--- src/logic/gwc_pkg.sv ---
// Package with constants and types of the guest watchpoint controller
package gwc_pkg;
   // Sizes
   localparam int unsigned NUM_PAIRS   = 4;
   localparam int unsigned IDX_W       = 2;
   localparam int unsigned ADDRESS_SPACE_ID_W      = 8;
   localparam int unsigned RST_STAGES  = 2;

   // Register offsets, byte addresses of 32-bit words
   localparam logic [7:0] OFF_CTRL      = 8'h00;
   localparam logic [7:0] OFF_STATUS    = 8'h04;
   localparam logic [7:0] OFF_XLATE     = 8'h08;
   localparam logic [7:0] OFF_GDATA     = 8'h0c;
   localparam logic [7:0] OFF_PAIR_BASE = 8'h10;
   localparam logic [7:0] OFF_PAIR_END  = 8'h30;

   // Control register fields
   localparam int unsigned CTRL_GFLAG    = 0;
   localparam int unsigned CTRL_GFLAG_RW = 1;
   localparam int unsigned CTRL_GPA_IMPL = 2;
   localparam int unsigned CTRL_SUBSET   = 3;
   localparam int unsigned CTRL_POLICY   = 4;
   localparam int unsigned CTRL_CFG_DONE = 6;
   localparam int unsigned CTRL_W        = 7;
   localparam logic [6:0]  CTRL_RESET    = 7'h00;

   // Status register fields
   localparam int unsigned STAT_RHIT   = 0;
   localparam int unsigned STAT_GHIT   = 4;
   localparam int unsigned STAT_GACT   = 8;
   localparam int unsigned STAT_XDONE  = 9;

   // Watch high word fields
   localparam int unsigned HI_WM    = 0;
   localparam int unsigned HI_MASK  = 3;
   localparam int unsigned HI_ADDRESS_SPACE_ID  = 16;
   localparam int unsigned HI_G     = 30;
   localparam int unsigned HI_M     = 31;
   localparam logic [31:0] HI_RESET = 32'h0000_0000;
   localparam logic [31:0] LO_RESET = 32'h0000_0000;

   // Owner mode field encodings
   localparam logic [1:0] WM_ROOT_RVA  = 2'h0;
   localparam logic [1:0] WM_ROOT_GPA  = 2'h1;
   localparam logic [1:0] WM_GUEST_GVA = 2'h2;
   localparam logic [1:0] WM_RESERVED  = 2'h3;

   // Handling of guest accesses when no guest pairs exist
   localparam logic [1:0] POL_NOP  = 2'h0;
   localparam logic [1:0] POL_TRAP = 2'h1;
   localparam logic [1:0] POL_ZERO = 2'h2;

   // Guest translation buffer operations started by root
   typedef enum logic [1:0] {
      XL_PROBE, XL_READ, XL_WRITE_INDEXED, XL_WRITE_RANDOM
   } gwc_xlate_op_type;

   // Memory access offered for watch comparison
   typedef struct packed {
      logic        valid;
      logic [2:0]  kind;   // Fetch, load, store
      logic [31:0] vaddr;
      logic [31:0] guest_physical_address;
   } gwc_access_type;

   // Guest move to or from a watch register
   typedef struct packed {
      logic             req;
      logic             wr;
      logic             hi;
      logic [IDX_W-1:0] idx;
      logic [31:0]      wdata;
   } gwc_gacc_type;

   // Processor mode bits
   typedef struct packed {
      logic guest_mode_bit;
      logic exception_level_bit;
      logic error_level_bit;
      logic debug_mode_bit;
   } gwc_mode_type;
endpackage : gwc_pkg

--- src/logic/gwc_top.sv ---
// Guest watchpoint control and debug access logic
//
// Our own choices: the placing of the registers and the plain strobed port.
`timescale 1ns/10ps
module gwc_top (
   // Clock, reset and enable
   input  wire logic                       REF_CLK,
   input  wire logic                       RST_N,
   input  wire logic                       CE,
   // Register port
   input  wire logic [7:0]                 ADDR,
   input  wire logic [31:0]                WDATA,
   input  wire logic                       WR_EN,
   input  wire logic                       RD_EN,
   output logic      [31:0]                RDATA,
   // Processor mode and identifiers
   input  wire gwc_pkg::gwc_mode_type      CPU_MODE,
   input  wire logic [7:0]                 ROOT_ADDRESS_SPACE_ID,
   input  wire logic [7:0]                 GUEST_ADDRESS_SPACE_ID,
   // Access to be watched
   input  wire gwc_pkg::gwc_access_type    ACCESS,
   // Guest watch register access
   input  wire gwc_pkg::gwc_gacc_type      GUEST_REQ,
   output logic      [31:0]                GUEST_RDATA,
   output logic                            GUEST_TRAP,
   output logic                            GUEST_WATCH_PRESENT,
   // Watch exceptions
   output logic                            ROOT_WATCH_EXC,
   output logic                            GUEST_WATCH_EXC,
   output logic      [3:0]                 WATCH_HIT_PAIR,
   // Hardware breakpoints
   input  wire logic                       BKPT_HIT,
   input  wire logic                       BKPT_SYNC,
   output logic                            DBG_EXC_SYNC,
   output logic                            DBG_EXC_ASYNC,
   // Guest control state and translation buffer
   output logic                            GCTL_WR,
   output logic      [31:0]                GCTL_WDATA,
   output logic                            GCTL_RD,
   input  wire logic [31:0]                GCTL_RDATA,
   output logic                            XLATE_REQ,
   output gwc_pkg::gwc_xlate_op_type       XLATE_OP,
   input  wire logic                       XLATE_DONE
);
   localparam int unsigned N = gwc_pkg::NUM_PAIRS;

   logic [gwc_pkg::RST_STAGES-1:0] rst_sync_reg;
   logic                            rst_n;
   logic [6:0]                      ctrl_reg;
   logic [31:0]                     lo_reg [N];
   logic [31:0]                     hi_reg [N];
   logic [2*N-1:0]                  wm_vec;
   logic [N-1:0]                    rhit_c;
   logic [N-1:0]                    ghit_c;
   logic [N-1:0]                    rhit_sticky_reg;
   logic [N-1:0]                    ghit_sticky_reg;
   logic                            xdone_reg;
   logic                            guest_active;
   logic                            gflag;
   logic                            pair_sel;
   logic [7:0]                      pair_off;
   logic [gwc_pkg::IDX_W-1:0]       bus_idx;
   logic                            bus_hi;
   logic                            g_owned;
   logic                            g_trap_c;
   logic                            g_ok;
   logic                            g_more;
   logic [31:0]                     rd_mux;
   logic [31:0]                     status_word;

   // Reset release through two flip-flops
   always_ff @(posedge REF_CLK or negedge RST_N) begin
      if (!RST_N) begin
         rst_sync_reg <= '0;
      end else if (CE) begin
         rst_sync_reg <= {rst_sync_reg[gwc_pkg::RST_STAGES-2:0], 1'b1};
      end
   end
   assign rst_n = rst_sync_reg[gwc_pkg::RST_STAGES-1];

   // Guest matching window excludes root intervention
   assign guest_active = CPU_MODE.guest_mode_bit
                       & ~CPU_MODE.exception_level_bit
                       & ~CPU_MODE.error_level_bit
                       & ~CPU_MODE.debug_mode_bit;
   assign gflag = ctrl_reg[gwc_pkg::CTRL_GFLAG];
   assign GUEST_WATCH_PRESENT = gflag;

   // Register port decode
   assign pair_off = ADDR - gwc_pkg::OFF_PAIR_BASE;
   assign pair_sel = (ADDR >= gwc_pkg::OFF_PAIR_BASE)
                   && (ADDR < gwc_pkg::OFF_PAIR_END)
                   && (ADDR[1:0] == 2'h0);
   assign bus_idx  = pair_off[4:3];
   assign bus_hi   = pair_off[2];

   // Owner field filter applied to root writes
   function automatic logic [1:0] fold_wm(input logic [1:0] wm,
                                          input logic       gpa_impl);
      logic [1:0] res;
      res = wm;
      if (wm == gwc_pkg::WM_RESERVED) begin
         res = gwc_pkg::WM_GUEST_GVA;
      end else if (wm == gwc_pkg::WM_ROOT_GPA && !gpa_impl) begin
         res = gwc_pkg::WM_ROOT_RVA;
      end
      return res;
   endfunction : fold_wm

   // Address, mask, kind and identifier comparison of one pair
   function automatic logic pair_match(input logic [31:0] lo,
                                       input logic [31:0] hi,
                                       input logic [31:0] addr,
                                       input logic [2:0]  kind,
                                       input logic [7:0]  address_space_id);
      logic [31:0] diff;
      logic        id_ok;
      diff  = (addr ^ lo) & ~{20'h0_0000, hi[11:3], 3'h7};
      id_ok = hi[gwc_pkg::HI_G]
            || (hi[gwc_pkg::HI_ADDRESS_SPACE_ID +: gwc_pkg::ADDRESS_SPACE_ID_W] == address_space_id);
      return (diff == 32'h0) && ((lo[2:0] & kind) != 3'h0) && id_ok;
   endfunction : pair_match

   // Guest access checks on the addressed pair
   assign g_owned = wm_vec[2*GUEST_REQ.idx + 1];
   assign g_more  = (GUEST_REQ.idx == gwc_pkg::IDX_W'(N - 1)) ? 1'b0
                  : wm_vec[2*GUEST_REQ.idx + 3];
   always_comb begin
      g_trap_c = 1'b0;
      if (GUEST_REQ.req) begin
         if (!gflag) begin
            g_trap_c = (ctrl_reg[gwc_pkg::CTRL_POLICY +: 2]
                        == gwc_pkg::POL_TRAP);
         end else if (ctrl_reg[gwc_pkg::CTRL_SUBSET]
                      && !ctrl_reg[gwc_pkg::CTRL_CFG_DONE]) begin
            g_trap_c = 1'b1;
         end else begin
            g_trap_c = !g_owned;
         end
      end
   end
   assign g_ok = GUEST_REQ.req && gflag && !g_trap_c;

   // Per pair storage and matching
   for (genvar i = 0; i < N; i++) begin : g_pair
      logic bus_wr_lo;
      logic bus_wr_hi;
      logic g_wr;
      assign bus_wr_lo = WR_EN && pair_sel && bus_idx == i && !bus_hi;
      assign bus_wr_hi = WR_EN && pair_sel && bus_idx == i && bus_hi;
      assign g_wr = g_ok && GUEST_REQ.wr
                  && GUEST_REQ.idx == gwc_pkg::IDX_W'(i);
      assign wm_vec[2*i +: 2] = hi_reg[i][1:0];

      // Root writes win over guest writes and never trap
      always_ff @(posedge REF_CLK or negedge rst_n) begin
         if (!rst_n) begin
            lo_reg[i] <= gwc_pkg::LO_RESET;
            hi_reg[i] <= gwc_pkg::HI_RESET;
         end else if (CE) begin
            if (bus_wr_lo) begin
               lo_reg[i] <= WDATA;
            end else if (g_wr && !GUEST_REQ.hi) begin
               lo_reg[i] <= GUEST_REQ.wdata;
            end
            if (bus_wr_hi) begin
               hi_reg[i] <= {1'b0, WDATA[30:2],
                  fold_wm(WDATA[1:0], ctrl_reg[gwc_pkg::CTRL_GPA_IMPL])};
            end else if (g_wr && GUEST_REQ.hi) begin
               hi_reg[i] <= {1'b0, GUEST_REQ.wdata[30:2],
                             hi_reg[i][1:0]};
            end
         end
      end

      // Root and guest pairs compare independently
      always_comb begin
         rhit_c[i] = 1'b0;
         ghit_c[i] = 1'b0;
         if (ACCESS.valid) begin
            if (!gflag || !hi_reg[i][1]) begin
               if (hi_reg[i][0]) begin
                  rhit_c[i] = guest_active && pair_match(lo_reg[i],
                     hi_reg[i], ACCESS.guest_physical_address, ACCESS.kind, GUEST_ADDRESS_SPACE_ID);
               end else begin
                  rhit_c[i] = !guest_active && pair_match(lo_reg[i],
                     hi_reg[i], ACCESS.vaddr, ACCESS.kind, ROOT_ADDRESS_SPACE_ID);
               end
            end else if (hi_reg[i][1:0] == gwc_pkg::WM_GUEST_GVA) begin
               ghit_c[i] = guest_active && pair_match(lo_reg[i],
                  hi_reg[i], ACCESS.vaddr, ACCESS.kind, GUEST_ADDRESS_SPACE_ID);
            end
         end
      end
   end

   // Control register; the guest flag moves only while root may write it
   always_ff @(posedge REF_CLK or negedge rst_n) begin
      if (!rst_n) begin
         ctrl_reg <= gwc_pkg::CTRL_RESET;
      end else if (CE && WR_EN && ADDR == gwc_pkg::OFF_CTRL) begin
         ctrl_reg[6:1] <= WDATA[6:1];
         if (ctrl_reg[gwc_pkg::CTRL_GFLAG_RW]) begin
            ctrl_reg[gwc_pkg::CTRL_GFLAG] <= WDATA[0];
         end
      end
   end

   // Watch exceptions go to the mode that owns the pair
   always_ff @(posedge REF_CLK or negedge rst_n) begin
      if (!rst_n) begin
         ROOT_WATCH_EXC  <= 1'b0;
         GUEST_WATCH_EXC <= 1'b0;
         WATCH_HIT_PAIR  <= 4'h0;
      end else if (CE) begin
         ROOT_WATCH_EXC  <= |rhit_c;
         GUEST_WATCH_EXC <= |ghit_c;
         WATCH_HIT_PAIR  <= rhit_c | ghit_c;
      end
   end

   // Sticky hit flags, cleared by writing ones, a new hit wins
   always_ff @(posedge REF_CLK or negedge rst_n) begin
      if (!rst_n) begin
         rhit_sticky_reg <= '0;
         ghit_sticky_reg <= '0;
         xdone_reg       <= 1'b0;
      end else if (CE) begin
         if (WR_EN && ADDR == gwc_pkg::OFF_STATUS) begin
            rhit_sticky_reg <= (rhit_sticky_reg & ~WDATA[3:0]) | rhit_c;
            ghit_sticky_reg <= (ghit_sticky_reg & ~WDATA[7:4]) | ghit_c;
         end else begin
            rhit_sticky_reg <= rhit_sticky_reg | rhit_c;
            ghit_sticky_reg <= ghit_sticky_reg | ghit_c;
         end
         if (XLATE_DONE) begin
            xdone_reg <= 1'b1;
         end else if (WR_EN && ADDR == gwc_pkg::OFF_XLATE) begin
            xdone_reg <= 1'b0;
         end
      end
   end

   // Guest moves answer one cycle later; a trap stands one cycle for each cycle of trapping request
   always_ff @(posedge REF_CLK or negedge rst_n) begin
      if (!rst_n) begin
         GUEST_TRAP  <= 1'b0;
         GUEST_RDATA <= 32'h0000_0000;
      end else if (CE) begin
         GUEST_TRAP  <= g_trap_c;
         GUEST_RDATA <= 32'h0000_0000;
         if (g_ok && !GUEST_REQ.wr) begin
            if (GUEST_REQ.hi) begin
               GUEST_RDATA <= {g_more, hi_reg[GUEST_REQ.idx][30:2],
                               2'h0};
            end else begin
               GUEST_RDATA <= lo_reg[GUEST_REQ.idx];
            end
         end
      end
   end

   // Breakpoints belong to root and fire in any context
   always_ff @(posedge REF_CLK or negedge rst_n) begin
      if (!rst_n) begin
         DBG_EXC_SYNC  <= 1'b0;
         DBG_EXC_ASYNC <= 1'b0;
      end else if (CE) begin
         DBG_EXC_SYNC  <= BKPT_HIT && BKPT_SYNC;
         DBG_EXC_ASYNC <= BKPT_HIT && !BKPT_SYNC;
      end
   end

   // Guest control moves and guest translation operations
   always_ff @(posedge REF_CLK or negedge rst_n) begin
      if (!rst_n) begin
         GCTL_WR    <= 1'b0;
         GCTL_RD    <= 1'b0;
         GCTL_WDATA <= 32'h0000_0000;
         XLATE_REQ  <= 1'b0;
         XLATE_OP   <= gwc_pkg::XL_PROBE;
      end else if (CE) begin
         GCTL_WR   <= WR_EN && ADDR == gwc_pkg::OFF_GDATA;
         GCTL_RD   <= RD_EN && ADDR == gwc_pkg::OFF_GDATA;
         XLATE_REQ <= WR_EN && ADDR == gwc_pkg::OFF_XLATE;
         if (WR_EN && ADDR == gwc_pkg::OFF_GDATA) begin
            GCTL_WDATA <= WDATA;
         end
         if (WR_EN && ADDR == gwc_pkg::OFF_XLATE) begin
            XLATE_OP <= gwc_pkg::gwc_xlate_op_type'(WDATA[1:0]);
         end
      end
   end

   // Read multiplexer; unmapped words read as zero
   assign status_word = {22'h0, xdone_reg, guest_active,
                         ghit_sticky_reg, rhit_sticky_reg};
   always_comb begin
      rd_mux = 32'h0000_0000;
      if (pair_sel) begin
         rd_mux = bus_hi ? hi_reg[bus_idx] : lo_reg[bus_idx];
      end else begin
         case (ADDR)
            gwc_pkg::OFF_CTRL:   rd_mux = {25'h0, ctrl_reg};
            gwc_pkg::OFF_STATUS: rd_mux = status_word;
            gwc_pkg::OFF_XLATE:  rd_mux = {30'h0, XLATE_OP};
            gwc_pkg::OFF_GDATA:  rd_mux = GCTL_RDATA;
            default:             rd_mux = 32'h0000_0000;
         endcase
      end
   end

   // Read data stand only in the cycle after the strobe
   always_ff @(posedge REF_CLK or negedge rst_n) begin
      if (!rst_n) begin
         RDATA <= 32'h0000_0000;
      end else if (CE) begin
         RDATA <= RD_EN ? rd_mux : 32'h0000_0000;
      end
   end

   // Helper for checks on the pair last written by root
   logic [gwc_pkg::IDX_W-1:0] last_idx_reg;
   always_ff @(posedge REF_CLK or negedge rst_n) begin
      if (!rst_n) begin
         last_idx_reg <= '0;
      end else if (CE && WR_EN && pair_sel) begin
         last_idx_reg <= bus_idx;
      end
   end
endmodule : gwc_top

--- config.mk ---
export PLATFORM = sky130hd
export DESIGN_NAME = gwc_top
export DESIGN_NICKNAME = d
export VERILOG_FILES = /design/src/logic/gwc_pkg.sv /design/src/logic/gwc_top.sv
export SDC_FILE = /design/constraint.sdc
export NUM_CORES = 1
export LEC_CHECK = 0
export BUFFER_PORTS_ARGS = -buffer_cell sky130_fd_sc_hd__buf_4
export CAP_MARGIN = 20
export CORE_UTILIZATION = 50
export DETAILED_ROUTE_END_ITERATION = 12
export HOLD_SLACK_MARGIN = 0.05
export PLACE_DENSITY = 0.78
export SLEW_MARGIN = 20
export SYNTH_ARGS = -nofsm -noshare
export SYNTH_HDL_FRONTEND = slang
export SYNTH_SLANG_ARGS = --single-unit
--- constraint.sdc ---
create_clock -name REF_CLK -period 14.95 [get_ports REF_CLK]
set_clock_uncertainty 0.15 [all_clocks]
set_input_delay 0.7475 -clock REF_CLK [delete_from_list [all_inputs] [get_ports REF_CLK]]
set_output_delay 0.7475 -clock REF_CLK [all_outputs]
set_load 0.01 [all_outputs]
==> flow_metrics.tcl <==
set metrics [dict create \
    firstDrtPassIters 5 \
    outcome "finished, final reports clean" \
    drc 0 \
    vias 21300 \
    p_total_uw 2530 \
    multi_input_area_um2 14100 \
    fmax_ghz 0.227 \
    ys_warn_count 0 \
    drive_above_1_share_pct 24.3 \
    p_leak_uw 0.0120 \
    fin_setup_tns_ns 0 \
    synth.area.top_cells "dfrtp_1, mux4_2, mux2i_1" \
    first_iter_violations 2736 \
    syn_inst 2404 \
    worst_r2r_endpoint "hi_reg[121]" \
    viasPerCell 6.56 \
    grt_pass1_wl_mm 140 \
    r2r-start "rst_sync_reg[1]" \
    cap_viol_max_count 0 \
    hold_depth 2 \
    crit_arrival_ns 4.67 \
    async_flop_share_pct 100 \
    htree_num_levels 2 \
    grt_start_max_net_pins 78 \
    portBuffers 309 \
    finalSetupViolCount 0 \
    rsz0062_at_grt "false" \
    drtAntennaViolNets 0 \
    hold_violations 0 \
    fin_hold_ws_ns 0.266 \
    cp_max_fo 37 \
    holdPathEnd "DBG_EXC_ASYNC" \
    clockBufferDepth 3 \
    synth.avg_cell_area_um2 10.3 \
    start_util_pct 50.8 \
    crit_path_start_kind "primary input" \
    yosysUniqueCellTypes 53 \
    critPathKind "in2reg" \
    synth_edf_count 0 \
    instances_no_fill 3242 \
    largest_reg_flops 128 \
    yosys.area.top_type_share_pct 38.3 \
    hp-start "BKPT_HIT" \
    cts_setup_buffers 0 \
    core_um2 49000 \
    place_hpwl_mm 67.1 \
    root_buffer "clkbuf_16" \
    synth_fp_nets 2613 \
    track_usage_pct 37.9 \
    clk_latency_ns 0.58 \
    worstSetupEndpointType "register" \
    synth_seq_area_share_pct 38.3 \
    syn_area_um2 24900 \
    post-route-min-period_ns 4.40 \
    synth.most_common_cell "dfrtp_1" \
    rrSetupSlack_ns 11.28 \
    ys.flop_type "dfrtp_1" \
    ys_ff_latch 380 \
    gr-total-overflow 0 \
    reg2reg_depth 4 \
    wl_mm 95.8 \
    ios 316 \
    fp.dieH_um 225 \
    antenna_found_initial 14 \
    ff_latch_area_um2 9510 \
    synth_top_cell_by_area "dfrtp_1" \
    p_per_area_nw_per_um2 88.7 \
    critPathRequiredTime_ns 15.23 \
    die_x_um 225 \
    fillers 4127 \
    route.detailed.wl_per_inst_um 29.5 \
    gp_congestion 1.03 \
    maxSlewViolCount 0 \
    min_path_type "in2reg" \
    post-route-period-util_pct 29.4 \
    clk_pin_slew_ns 0.05 \
    area.growth.synth_to_final_pct 15.0 \
    cts_tree "built" \
    slew_headroom_pct 24.1 \
    rows 81 \
    dieArea_um2 50600 \
    tightest_slew_ns 1.14 \
    dp_cells 3145 \
    peakVddDrop_uv 71.1 \
    cts_made_buffers 44 \
    grt_pass1_vias 20900 \
    cts_sinks 380 \
    synthTopCellsByCount "dfrtp_1, mux2i_1, nand2_1" \
    nets 2738 \
]
-- metrics by stage --
stage / area, µm² / utilization [%] / setup slack (ns)
after floorplan: 24900 / - / 3.41
after global placement: 27000 / 55.3 / 10.15
after detailed placement: 27000 / 55.3 / 10.13
after CTS: 28500 / 58.2 / 10.71
after global routing: 28600 / 58.4 / 10.50
final: 28600 / 58.4 / 10.55
-- worst max-delay path, cell delays in order --
cell and delay, ns:
buf_4 0.54, xnor2_2 0.23, nor2_4 0.70, nand3_1 0.33, nor3b_4 0.26, buf_4 0.73
o21ai_4 0.45, buf_4 0.43, nand2_1 0.12, o21ai_0 0.08
-- cells in the final DEF (no fill, tap or decap), drive strengths merged, types with 8 or more instances in the layout --
cell and instances:
nand4 40, nand3 20, a22o 12, mux4 128, o21ai 175, nor2 134
a21oi 135, clkbuf 64, o2bb2ai 63, nor3 19, o22ai 38, and3 25
inv 17, xor2 76, dfrtp 380, clkinv 8, buf 342, nand2 250
xnor2 221, nor4 33, diode 14, mux2 52, mux2i 278
-- how the worst max path moves through the flow --
stage                         end             from  depth (start not counted)  slack (ns)
finish                lo_reg[106]          ADDR[4]                         10       10.55
global route           lo_reg[49]          ADDR[3]                          8       10.50
CTS                    lo_reg[39]          ADDR[3]                          7       10.71
detailed placement     lo_reg[41]          ADDR[3]                          7       10.13
global placement       lo_reg[51]          ADDR[3]                          7       10.15
floorplan           DBG_EXC_ASYNC  rst_sync_reg[1]                          0        3.41
-- timing repair --
item	CTS	global route
setup endpoints to repair	0	0
hold buffers	1	0
gates resized for setup	0	0
hold endpoints to repair	2	0
-- metal layers --
metal | track usage [%] | share of wire, % | vias to the layer above
li1 | - | - | 8853
met1 | 53.2 | 40 | 10700
met2 | 56.4 | 45 | 1446
met3 | 9.24 | 12 | 227
met4 | 15.4 | 3.9 | 2
met5 | 0 | 0.013 | -
-- power by group --
part / switching, µW / internal (µW) / total (µW)
Clock: 458 / 633 / 1090
Combinational: 179 / 153 / 332
Sequential: 49.7 / 1060 / 1110
Total: 687 / 1850 / 2530
-- area by class of cell --
type                       count  area share [%]
inverter                      14           0.184
sequential                   380            33.3
antenna                       14           0.123
multi-input combinational   1746            49.3
clock inverter                17           0.600
timing repair buffer         343            9.09
tap                          664            2.91
clock buffer                  64            4.47
-- kinds of logic after synthesis --
logic type,share of synthesized area [%]
compound gates,10.6
xor+xnor,10.5
fa+ha+maj,0.201
buf+inv,5.29
flops,38.3
mux,25.2
simple gates,9.99
Power figures use the tool's default switching activity.
